--- src/period_match_timer_defines.svh ---
`ifndef PERIOD_MATCH_TIMER_DEFINES_SVH
`define PERIOD_MATCH_TIMER_DEFINES_SVH
// ----------------------------------------
// register byte addresses
// ----------------------------------------
`define CTRL_ADDR 8'h00
`define COUNT_ADDR 8'h04
`define PERIOD_ADDR 8'h08
`define STATUS_ADDR 8'h0c
`define MASK_ADDR 8'h10
// ----------------------------------------
// reset values and field positions
// ----------------------------------------
`define CTRL_RST 7'h00
`define COUNT_RST 8'h00
`define PERIOD_RST 8'hff
`define CTRL_MSB 6
`define OUTPS_MSB 6
`define OUTPS_LSB 3
`define EN_BIT 2
`define CKPS_MSB 1
`define CKPS_LSB 0
`define DATA_MSB 7
// ----------------------------------------
// timing counts
// ----------------------------------------
`define INST_DIV_LAST 2'h3
`define PRE_LAST_1 4'h0
`define PRE_LAST_4 4'h3
`define PRE_LAST_16 4'hf
`define SCALE_ZERO 4'h0
`define SCALE_ONE 4'h1
`define COUNT_ONE 8'h01
`endif

--- src/timer_pkg.sv ---
package timer_pkg;
	typedef enum logic [1:0] {
		in_div_1 = 2'b00,
		in_div_4 = 2'b01,
		in_div_16 = 2'b10,
		in_div_16_alt = 2'b11
	} in_div_e;
	typedef enum logic [2:0] {
		sel_ctrl = 3'b000,
		sel_count = 3'b001,
		sel_period = 3'b010,
		sel_status = 3'b011,
		sel_mask = 3'b100,
		sel_none = 3'b111
	} reg_sel_e;
	typedef struct packed {
		logic [3:0] match_divider_select;
		logic count_enable;
		in_div_e input_divider_select;
	} ctrl_s;
	typedef struct packed {
		logic [3:0] cnt;
	} scale_state_s;
endpackage

--- src/input_prescaler.sv ---
`timescale 1ns/1ps
`include "period_match_timer_defines.svh"
module input_prescaler (
	input wire logic pclk,
	input wire logic presetn,
	input wire logic tick_in,
	input wire logic clear,
	input wire timer_pkg::in_div_e sel,
	output logic tick_out
);
	timer_pkg::scale_state_s st_reg;
	timer_pkg::scale_state_s st_next;
	logic [3:0] last;
	always_comb begin
		unique case (sel)
			timer_pkg::in_div_1: last = `PRE_LAST_1;
			timer_pkg::in_div_4: last = `PRE_LAST_4;
			timer_pkg::in_div_16: last = `PRE_LAST_16;
			timer_pkg::in_div_16_alt: last = `PRE_LAST_16;
		endcase
		tick_out = tick_in && !clear && (st_reg.cnt >= last);
		st_next = st_reg;
		if (clear) begin
			st_next.cnt = `SCALE_ZERO;
		end else if (tick_in) begin
			// >= guards a ratio lowered while the count sits above it
			st_next.cnt = (st_reg.cnt >= last) ? `SCALE_ZERO : st_reg.cnt + `SCALE_ONE;
		end
	end
	always_ff @(posedge pclk or negedge presetn) begin
		if (!presetn) begin
			st_reg <= '0;
		end else begin
			st_reg <= st_next;
		end
	end
endmodule // input_prescaler

--- src/match_postscaler.sv ---
`timescale 1ns/1ps
`include "period_match_timer_defines.svh"
module match_postscaler (
	input wire logic pclk,
	input wire logic presetn,
	input wire logic match_evt,
	input wire logic clear,
	input wire logic [3:0] sel,
	output logic done
);
	timer_pkg::scale_state_s st_reg;
	timer_pkg::scale_state_s st_next;
	always_comb begin
		done = match_evt && !clear && (st_reg.cnt >= sel);
		st_next = st_reg;
		if (clear) begin
			st_next.cnt = `SCALE_ZERO;
		end else if (match_evt) begin
			st_next.cnt = (st_reg.cnt >= sel) ? `SCALE_ZERO : st_reg.cnt + `SCALE_ONE;
		end
	end
	always_ff @(posedge pclk or negedge presetn) begin
		if (!presetn) begin
			st_reg <= '0;
		end else begin
			st_reg <= st_next;
		end
	end
endmodule // match_postscaler

--- src/period_match_timer.sv ---
// What this block does
// - readable, writable 8-bit count and period registers
// - count increments from zero per prescaled instruction tick
// - prescale codes divide by 1, 4, 16
// - compare count with period, flag equality
// - match restarts count at zero next step
// - match events feed 1 to 16 postscaler
// - postscaler completion raises interrupt request
// - enable bit 2 runs or stops timer
// - reset clears count, period becomes FFh
// - count, control writes and reset clear scalers
// - control write keeps count value unchanged
// - match event offered as serial shift clock
// - control bit 7 ignores writes, reads zero
//
// Added by the designer: the APB interface to the registers and the register offsets.
`timescale 1ns/1ps
`include "period_match_timer_defines.svh"
module period_match_timer (
	input wire logic pclk,
	input wire logic presetn,
	input wire logic psel,
	input wire logic penable,
	input wire logic pwrite,
	input wire logic [7:0] paddr,
	input wire logic [31:0] pwdata,
	output logic [31:0] prdata,
	output logic pready,
	output logic pslverr,
	output logic irq,
	output logic timer_match,
	output logic shift_clk_tick
);
	// ----------------------------------------
	// state
	// ----------------------------------------
	typedef struct packed {
		timer_pkg::ctrl_s ctrl;
		logic [7:0] count;
		logic [7:0] period;
		logic irq_flag;
		logic irq_mask;
		logic [1:0] inst_div;
		logic [31:0] rdata;
		logic err;
		logic rd_cap;
		logic match;
		logic shift_clk;
		logic irq_out;
	} timer_state_s;

	timer_state_s st_reg;
	timer_state_s st_next;

	// ----------------------------------------
	// address decode
	// ----------------------------------------
	function automatic timer_pkg::reg_sel_e decode(input logic [7:0] addr);
		timer_pkg::reg_sel_e sel;
		unique case (addr)
			`CTRL_ADDR: sel = timer_pkg::sel_ctrl;
			`COUNT_ADDR: sel = timer_pkg::sel_count;
			`PERIOD_ADDR: sel = timer_pkg::sel_period;
			`STATUS_ADDR: sel = timer_pkg::sel_status;
			`MASK_ADDR: sel = timer_pkg::sel_mask;
			default: sel = timer_pkg::sel_none;
		endcase
		return sel;
	endfunction

	timer_pkg::reg_sel_e addr_sel;
	logic setup_phase;
	logic access_done;
	logic wr_ctrl;
	logic wr_count;
	logic wr_period;
	logic wr_mask;
	logic rd_status;

	assign addr_sel = decode(paddr);
	assign setup_phase = psel && !penable;
	// no wait states: every access completes in its first access cycle
	assign pready = 1'b1;
	assign access_done = psel && penable && pready;
	assign wr_ctrl = access_done && pwrite && (addr_sel == timer_pkg::sel_ctrl);
	assign wr_count = access_done && pwrite && (addr_sel == timer_pkg::sel_count);
	assign wr_period = access_done && pwrite && (addr_sel == timer_pkg::sel_period);
	assign wr_mask = access_done && pwrite && (addr_sel == timer_pkg::sel_mask);
	assign rd_status = access_done && !pwrite && (addr_sel == timer_pkg::sel_status);

	// ----------------------------------------
	// scalers
	// ----------------------------------------
	logic inst_tick;
	logic run_tick;
	logic pre_tick;
	logic scaler_clear;
	logic at_period;
	logic match_evt;
	logic post_done;

	// pclk stands for the oscillator; the instruction clock is a quarter of it
	assign inst_tick = (st_reg.inst_div == `INST_DIV_LAST);
	assign run_tick = inst_tick && st_reg.ctrl.count_enable;
	assign scaler_clear = wr_count || wr_ctrl;
	assign at_period = (st_reg.count == st_reg.period);

	input_prescaler u_prescaler (
		.pclk(pclk),
		.presetn(presetn),
		.tick_in(run_tick),
		.clear(scaler_clear),
		.sel(st_reg.ctrl.input_divider_select),
		.tick_out(pre_tick)
	);

	// a stopped timer produces no match event
	assign match_evt = pre_tick && at_period;

	match_postscaler u_postscaler (
		.pclk(pclk),
		.presetn(presetn),
		.match_evt(match_evt),
		.clear(scaler_clear),
		.sel(st_reg.ctrl.match_divider_select),
		.done(post_done)
	);

	// ----------------------------------------
	// next state
	// ----------------------------------------
	always_comb begin
		st_next = st_reg;
		st_next.inst_div = st_reg.inst_div + 2'h1;

		// count register: software write wins over counting
		if (wr_count) begin
			st_next.count = pwdata[`DATA_MSB:0];
		end else if (pre_tick) begin
			if (at_period) begin
				st_next.count = `COUNT_RST;
			end else begin
				st_next.count = st_reg.count + `COUNT_ONE;
			end
		end

		// control write touches only the fields, never the count
		if (wr_ctrl) begin
			st_next.ctrl = timer_pkg::ctrl_s'(pwdata[`CTRL_MSB:0]);
		end

		if (wr_period) begin
			st_next.period = pwdata[`DATA_MSB:0];
		end

		if (wr_mask) begin
			st_next.irq_mask = pwdata[0];
		end

		// sticky flag: read clears only what was returned, a new set wins
		st_next.irq_flag = (st_reg.irq_flag && !(rd_status && st_reg.rd_cap)) || post_done;

		// read data and error are registered during the setup cycle
		if (setup_phase) begin
			st_next.err = (addr_sel == timer_pkg::sel_none);
			st_next.rd_cap = st_reg.irq_flag;
			st_next.rdata = 32'h0000_0000;
			if (!pwrite) begin
				unique case (addr_sel)
					timer_pkg::sel_ctrl: st_next.rdata = {25'h0, st_reg.ctrl};
					timer_pkg::sel_count: st_next.rdata = {24'h0, st_reg.count};
					timer_pkg::sel_period: st_next.rdata = {24'h0, st_reg.period};
					timer_pkg::sel_status: st_next.rdata = {31'h0, st_reg.irq_flag};
					timer_pkg::sel_mask: st_next.rdata = {31'h0, st_reg.irq_mask};
					timer_pkg::sel_none: st_next.rdata = 32'h0000_0000;
				endcase
			end
		end else if (access_done) begin
			st_next.err = 1'b0;
			st_next.rdata = 32'h0000_0000;
		end

		// outputs follow the state the registers will hold
		st_next.match = st_next.ctrl.count_enable && (st_next.count == st_next.period);
		st_next.shift_clk = match_evt;
		st_next.irq_out = st_next.irq_flag && st_next.irq_mask;
	end

	// ----------------------------------------
	// registers
	// ----------------------------------------
	always_ff @(posedge pclk or negedge presetn) begin
		if (!presetn) begin
			st_reg <= '0;
			st_reg.ctrl <= timer_pkg::ctrl_s'(`CTRL_RST);
			st_reg.count <= `COUNT_RST;
			st_reg.period <= `PERIOD_RST;
		end else begin
			st_reg <= st_next;
		end
	end

	// ----------------------------------------
	// outputs
	// ----------------------------------------
	assign prdata = st_reg.rdata;
	assign pslverr = st_reg.err && access_done;
	assign irq = st_reg.irq_out;
	assign timer_match = st_reg.match;
	assign shift_clk_tick = st_reg.shift_clk;
endmodule // period_match_timer

--- config.mk ---
export PLATFORM = sky130hd
export DESIGN_NAME = period_match_timer
export DESIGN_NICKNAME = d
export VERILOG_FILES = /design/src/timer_pkg.sv /design/src/input_prescaler.sv /design/src/match_postscaler.sv /design/src/period_match_timer.sv
export VERILOG_INCLUDE_DIRS = /design/src /design/src/src
export SDC_FILE = /design/constraint.sdc
export NUM_CORES = 1
export LEC_CHECK = 0
export BUFFER_PORTS_ARGS = -buffer_cell sky130_fd_sc_hd__buf_2
export CAP_MARGIN = 20
export CORE_MARGIN = 2
export CORE_UTILIZATION = 48
export CTS_CLUSTER_SIZE = 40
export DETAILED_ROUTE_END_ITERATION = 6
export GPL_ROUTABILITY_DRIVEN = 1
export PLACE_DENSITY = 0.77
export SLEW_MARGIN = 30
export SYNTH_ARGS = -nofsm -noshare
export SYNTH_HDL_FRONTEND = slang
export SYNTH_SLANG_ARGS = --single-unit
--- constraint.sdc ---
create_clock -name pclk -period 2.6 [get_ports pclk]
set_input_delay 0.52 -clock pclk [delete_from_list [all_inputs] [get_ports pclk]]
set_output_delay 0.52 -clock pclk [all_outputs]
set_load 0.01 [all_outputs]
==> impl_metrics.csv, run 1 <==
group,metric,value,unit
run_status,status,"finished, final reports clean",
placement,place_hpwl,5650,um
worst_setup_path,critPathLaunchType,"primary input",
clock_tree,tritoncts,"yes",
yosys,synth_top_area_cell,"dfrtp_1",
yosys,async_flop_share,1.00,
clock_tree,cts_buffer_depth,2,
floorplan,start_util,0.488,
worst_setup_path,critPathLaunch,"paddr[5]",
sta,slew_violations,0,
worst_setup_path,crit_type,"in2reg",
floorplan,ios,82,
placement,gp_congestion,0.886,
yosys,synth.top_cell.area_share,0.329,
drt,first_pass_iters,4,
clock_tree,h-tree-depth,2,
floorplan,dieArea,0.00700,mm2
min_path,hold_class,"in2async",
yosys,syn_area,0.00305,mm2
worst_setup_path,cp_slowest_cell,"or4_4",
clock_tree,cts.sinks,48,
placement,dpl-instance-area,0.00345,mm2
worst_setup_path,crit_family,"simple AND/OR/NAND/NOR gates",
finish,fin_cells,477,
yosys,avgSynthCellArea,9.26,um2
sta,min_period_over_period,0.997,
floorplan,die_x,83.7,um
finish,design_area,0.00380,mm2
worst_setup_path,cp_cell_sequence,"buf_6 > or4_4 > or2_1 > or4_4 > mux2_4 > a22o_4 > xnor2_2 > o2111ai_2 > nor3_2",
global_route,antenna_found_initial,0,
clock_tree,clk_pin_slew,90,ps
sta,setup_viol_count_final,0,
worst_setup_path,crit_fanout,2,
global_route,grt_pass1_vias,2585,
global_route,grt_usage,0.216,
worst_setup_path,worst-path-buf-inv,1,
global_route,grt_max_degree,49,
sta,rsz0062_at_grt,"yes",
finish,num-nets-final,456,
drt,wl,7950,um
yosys,synth.ff_latch_count,48,
drt,antenna_left,0,
finish,area_growth,24.7,%
sta,skew,7.98,ps
sta,fmax,0.386,GHz
yosys,synthCells,329,
sta,worst_slew_pin_slew,564,ps
worst_setup_path,crit_top_cell,"or4_4",
floorplan,fp.coreArea,0.00624,mm2
clock_tree,numCtsBuffers,5,
yosys,synth_warnings,0,
worst_setup_path,crit_required,2830,ps
yosys,synth_ff_type,"dfrtp_1",
global_route,grt_pass1_wl,12200,um
yosys,synth-simple-area-share,0.159,
finish,largest_reg_flops,29,
drt,wl_per_cell,16.7,um
global_route,overflow,0,
sta,setup_ws,6.78,ps
placement,place_ws,-414,ps
yosys,synth_xor_area_frac,0.0460,
drt,routed_via_density,5.63,
worst_setup_path,critPathCaptureType,"flop",
clock_tree,clockRootBuffer,"clkbuf_8",
sta,post-route-min-period,2590,ps
sta,finalHoldViolations,0,
job,drv_cap,0,
placement,port-buffer-count,32,
clock_tree,clock_latency,300,ps
pwr,peakVddDrop,231,uV
pwr,p_per_area,392,mW/mm2
placement,place_inst,465,
worst_setup_path,max_stage_delay,530,ps
floorplan,row_count,29,
yosys,synth_mux_area_frac,0.0592,
yosys,synth_edf_count,0,
finish,diodes,0,
drt,drtIter0Drc,183,
worst_setup_path,cp.arrival,2820,ps
finish,drive_above_1_share,0.373,
worst_setup_path,reg2reg_from,"st_reg[48]",
floorplan,die_h,83.7,um
yosys,yosys.cell_types.count,52,
drt,drc,0,
yosys,seq_area_frac_synth,0.398,
sta,maxSlewHeadroom,0.621,
yosys,synth-compound-area-share,0.161,
pwr,finalPower,1.49,mW
yosys,synthAdderAreaFrac,0.0493,
pwr,leakage,1.81,nW
yosys,synth_top_family_by_area,"compound AO/OA/AOI/OAI gates",
yosys,synthTopCellsByArea,"dfrtp_1 33%, buf_4 8.1%, dfstp_2 6.9%",
drt,routed-via-count,2687,
[cells by family after synthesis]
| kind of cell | Yosys count |
|---|---|
| and+or+nand+nor | 91 |
| other | 2 |
| DFF | 48 |
| AOI/OAI and AO/OA | 75 |
| adders and majority gates | 12 |
| xor gates and xnor gates | 16 |
| muxes | 16 |
| buffers and inverters | 69 |
[per-layer routing]
metal | track usage | part of all wire | vias to the layer above
li1 | - | - | 1239
met1 | 0.266 | 0.40 | 1312
met2 | 0.381 | 0.52 | 111
met3 | 0.0356 | 0.055 | 25
met4 | 0.0777 | 0.030 | 0
met5 | 0 | 0 | -
[path summary, 6_finish.rpt]
check,end,slack [ps],cells past startpoint
min in group pclk,st_reg[37],430,1
max reg2reg,timer_match,20,9
min,u_postscaler.st_reg[0],190,2
min reg2reg,st_reg[37],430,1
max,timer_match,7,9
max in group asynchronous,st_reg[41],2130,2
[synthesized netlist by cell type, types with 2 or more instances]
master	n
mux2_2	15
nand2b_1	2
o21ai_0	21
xnor2_1	6
or4_4	2
a21oi_1	10
and3_1	3
a31oi_1	5
nor3_1	2
a21o_1	3
o2111ai_1	2
buf_4	33
xor2_1	10
nand2_1	21
o31ai_1	6
nand3_1	9
nor2_1	21
dfrtp_1	40
or3_2	2
or2_2	3
o221ai_1	6
inv_1	30
nor4_1	6
clkbuf_1	6
a22o_1	2
a21boi_0	3
dfstp_2	8
o22ai_1	9
nor2b_1	3
conb_1	2
nand4_1	5
ha_1	12
and2_2	2
[cell type report]
cell class / count / area (um2)
well taps: 77 / 96.3
repair buffers: 79 / 553
multi-input cells: 235 / 1730
flip-flops and latches: 48 / 1210
inverters: 30 / 113
fillers: 507 / 2440
clock buffers: 8 / 90.1
[what timing repair did]
| item | 4_1_cts | 5_1_grt |
|---|---|---|
| buffers inserted | 3 | 2 |
| resized for setup | 4 | 40 |
| pin swaps | 8 | 21 |
| gates cloned | 0 | 0 |
| hold endpoints to repair | 0 | 0 |
| endpoints found under the setup margin | 5 | 2 |
| hold buffers | 0 | 0 |
[power by group]
| group | internal, mW | switching (mW) |
|---|---|---|
| clock network | 0.217 | 0.247 |
| logic | 0.102 | 0.149 |
| registers | 0.761 | 0.0123 |
| total | 1.08 | 0.408 |
[layout by cell type, fill, tap and decap left out, types with 10 or more instances in the layout]
cell and n:
nor2_1 18, buf_4 42, dfrtp_1 40, inv_1 30
buf_2 30, o21ai_0 20, xor2_1 10, nand2_1 18
conb_1 25, mux2_2 15, ha_1 12
[through the flow]
step / TNS [ps] / utilization / hold slack [ps]
after global placement: -489 / 0.553 / 412
after global routing: -89.5 / 0.608 / 215
after CTS: -30.5 / 0.575 / 201
final: 0 / 0.608 / 189
after floorplan: -168 / - / 224
after detailed placement: -806 / 0.553 / 425
Note: power is estimated with default switching activity, not from simulation.
==> run 2: changes to the inputs <==
==> constraint.sdc (replaced) <==
create_clock -name pclk -period 2.6 [get_ports pclk]
set_input_delay 0.52 -clock pclk [delete_from_list [all_inputs] [get_ports pclk]]
set_output_delay 0.52 -clock pclk [all_outputs]
set_load 0.1 [all_outputs]
==> impl_metrics.csv, run 2 (synthesis gave the netlist of run 1 again) <==
group,metric,value,unit
run_status,status,"finished, final reports clean",
sta,slew_violations,0,
global_route,grt_pass1_vias,2519,
clock_tree,numCtsBuffers,5,
pwr,power.internal,1.23,mW
finish,diodes,0,
floorplan,die_x,83.7,um
clock_tree,cts_buffer_depth,2,
drt,drc,0,
floorplan,dieArea,0.00700,mm2
finish,area_growth,18.9,%
sta,min_period_over_period,0.999,
sta,finalHoldViolations,0,
sta,maxSlewHeadroom,0.565,
worst_setup_path,r2r-end,"timer_match",
pwr,switching_share,0.308,
finish,fill_cells,531,
clock_tree,clk_pin_slew,90,ps
placement,port-buffer-count,32,
finish,final_common_cell,"buf_4",
pwr,seq_power_share,0.433,
global_route,grt_pass1_wl,12200,um
clock_tree,h-tree-depth,2,
finish,largest_reg_flops,29,
worst_setup_path,cp.arrival,2790,ps
global_route,grt_max_degree,32,
placement,gp_congestion,0.885,
clock_tree,tritoncts,"yes",
drt,routed-via-count,2607,
floorplan,ios,82,
pwr,power_frac_clock,0.353,
drt,wl,7260,um
pwr,p_per_area,492,mW/mm2
pwr,leakage,1.76,nW
drt,antenna_left,0,
sta,setup_viol_count_final,0,
drt,wl_per_cell,15.4,um
job,drv_cap,0,
global_route,grt_usage,0.219,
worst_setup_path,critPathLaunchType,"primary input",
min_path,hold_class,"in2async",
finish,drive_above_1_share,0.326,
sta,setup_ws,2.70,ps
sta,skew,11.0,ps
pwr,switching_power,0.548,mW
pwr,peakVddDrop,308,uV
pwr,finalPower,1.78,mW
sta,rsz0062_at_grt,"yes",
sta,post-route-min-period,2600,ps
placement,place_hpwl,5630,um
global_route,antenna_found_initial,0,
floorplan,die_h,83.7,um
worst_setup_path,r2r_cells,9,
pwr,combPwrFrac,0.213,
worst_setup_path,crit_required,2790,ps
worst_setup_path,crit_fanout,6,
floorplan,row_count,29,
clock_tree,clockRootBuffer,"clkbuf_8",
sta,fmax,0.385,GHz
worst_setup_path,critPathCaptureType,"flop",
floorplan,fp.coreArea,0.00624,mm2
clock_tree,ctsHoldBuffers,0,
drt,first_pass_iters,4,
clock_tree,clock_latency,300,ps
worst_setup_path,crit_type,"in2reg",
floorplan,start_util,0.488,
clock_tree,cts.sinks,48,
drt,routed_via_density,5.51,
sta,worst_slew_pin_slew,653,ps
worst_setup_path,rrSetupSlack,100,ps
clock_tree,cts_setup_buffers,0,
finish,num-nets-final,452,
drt,drtIter0Drc,183,
worst_setup_path,reg2reg_from,"st_reg[57]",
finish,mostFrequentLayoutCells,"43 x buf_4, 40 x dfrtp_1, 32 x buf_2, 30 x inv_1, 25 x conb_1",
global_route,overflow,0,
placement,place_ws,-383,ps
==> run 2: through the flow <==
| stage | hold slack [ps] | std cells | util | cell area (um2) | setup TNS (ps) |
|---|---|---|---|---|---|
| 2_1_floorplan | 224 | 352 | - | 3130 | -168 |
| 3_3_place_gp | 412 | 465 | 0.552 | 3440 | -529 |
| 3_5_place_dp | 421 | 465 | 0.552 | 3440 | -908 |
| 4_1_cts | 255 | 473 | 0.577 | 3600 | 0 |
| 5_1_grt | 274 | 473 | 0.580 | 3620 | -55.9 |
| 6_report | 234 | 473 | 0.580 | 3620 | 0 |
==> run 2: layout make-up <==
cell class / instances / area, um2 / share of cell area
inverters: 30 / 113 / 0.0311
flip-flops and latches: 48 / 1210 / 0.334
well taps: 77 / 96.3 / 0.0266
clock inverters: 2 / 60.1 / 0.0166
clock buffers: 6 / 72.6 / 0.0200
multi-input cells: 235 / 1590 / 0.438
repair buffers: 75 / 483 / 0.133
==> run 2: metal layers <==
metal / up-vias / track usage / wire (um)
met5: - / 0 / 0
met4: 0 / 0.0806 / 172
met3: 18 / 0.0396 / 418
met2: 97 / 0.360 / 3520
met1: 1253 / 0.289 / 3150
li1: 1239 / - / -
==> run 2: worst max path at each step <==
stage                        to     start  slack, ps
global placement    timer_match  paddr[4]       -350
global route        timer_match  paddr[4]        -60
finish              timer_match  paddr[4]          3
detailed placement  timer_match  paddr[4]       -380
CTS                 timer_match  paddr[4]          4
floorplan           timer_match  paddr[4]       -170
==> run 2: repair_timing <==
item                                    in CTS  in global routing
pin swaps                                    4                  3
resized for setup                            6                  4
endpoints found under the setup margin       5                  4
==> run 2: critical path, cell delays in order <==
cell      delay, ps
buf_2           130
or4_4           530
buf_4           160
nor4_2          200
buf_4           190
nor2_2           60
buf_4           160
and4_1          220
a211oi_2        210
buf_4           160
nand2_1          40
o211ai_1        140
nor3_2           70
==> run 2: power groups by stage <==
stage                     logic [mW]  clock network [mW]  registers [mW]
after floorplan                0.287                   0           0.796
after global placement         0.366                   0           0.786
after detailed placement       0.371                   0           0.786
after CTS                      0.376               0.639           0.772
after global routing           0.404               0.682           0.774
final                          0.380               0.630           0.773
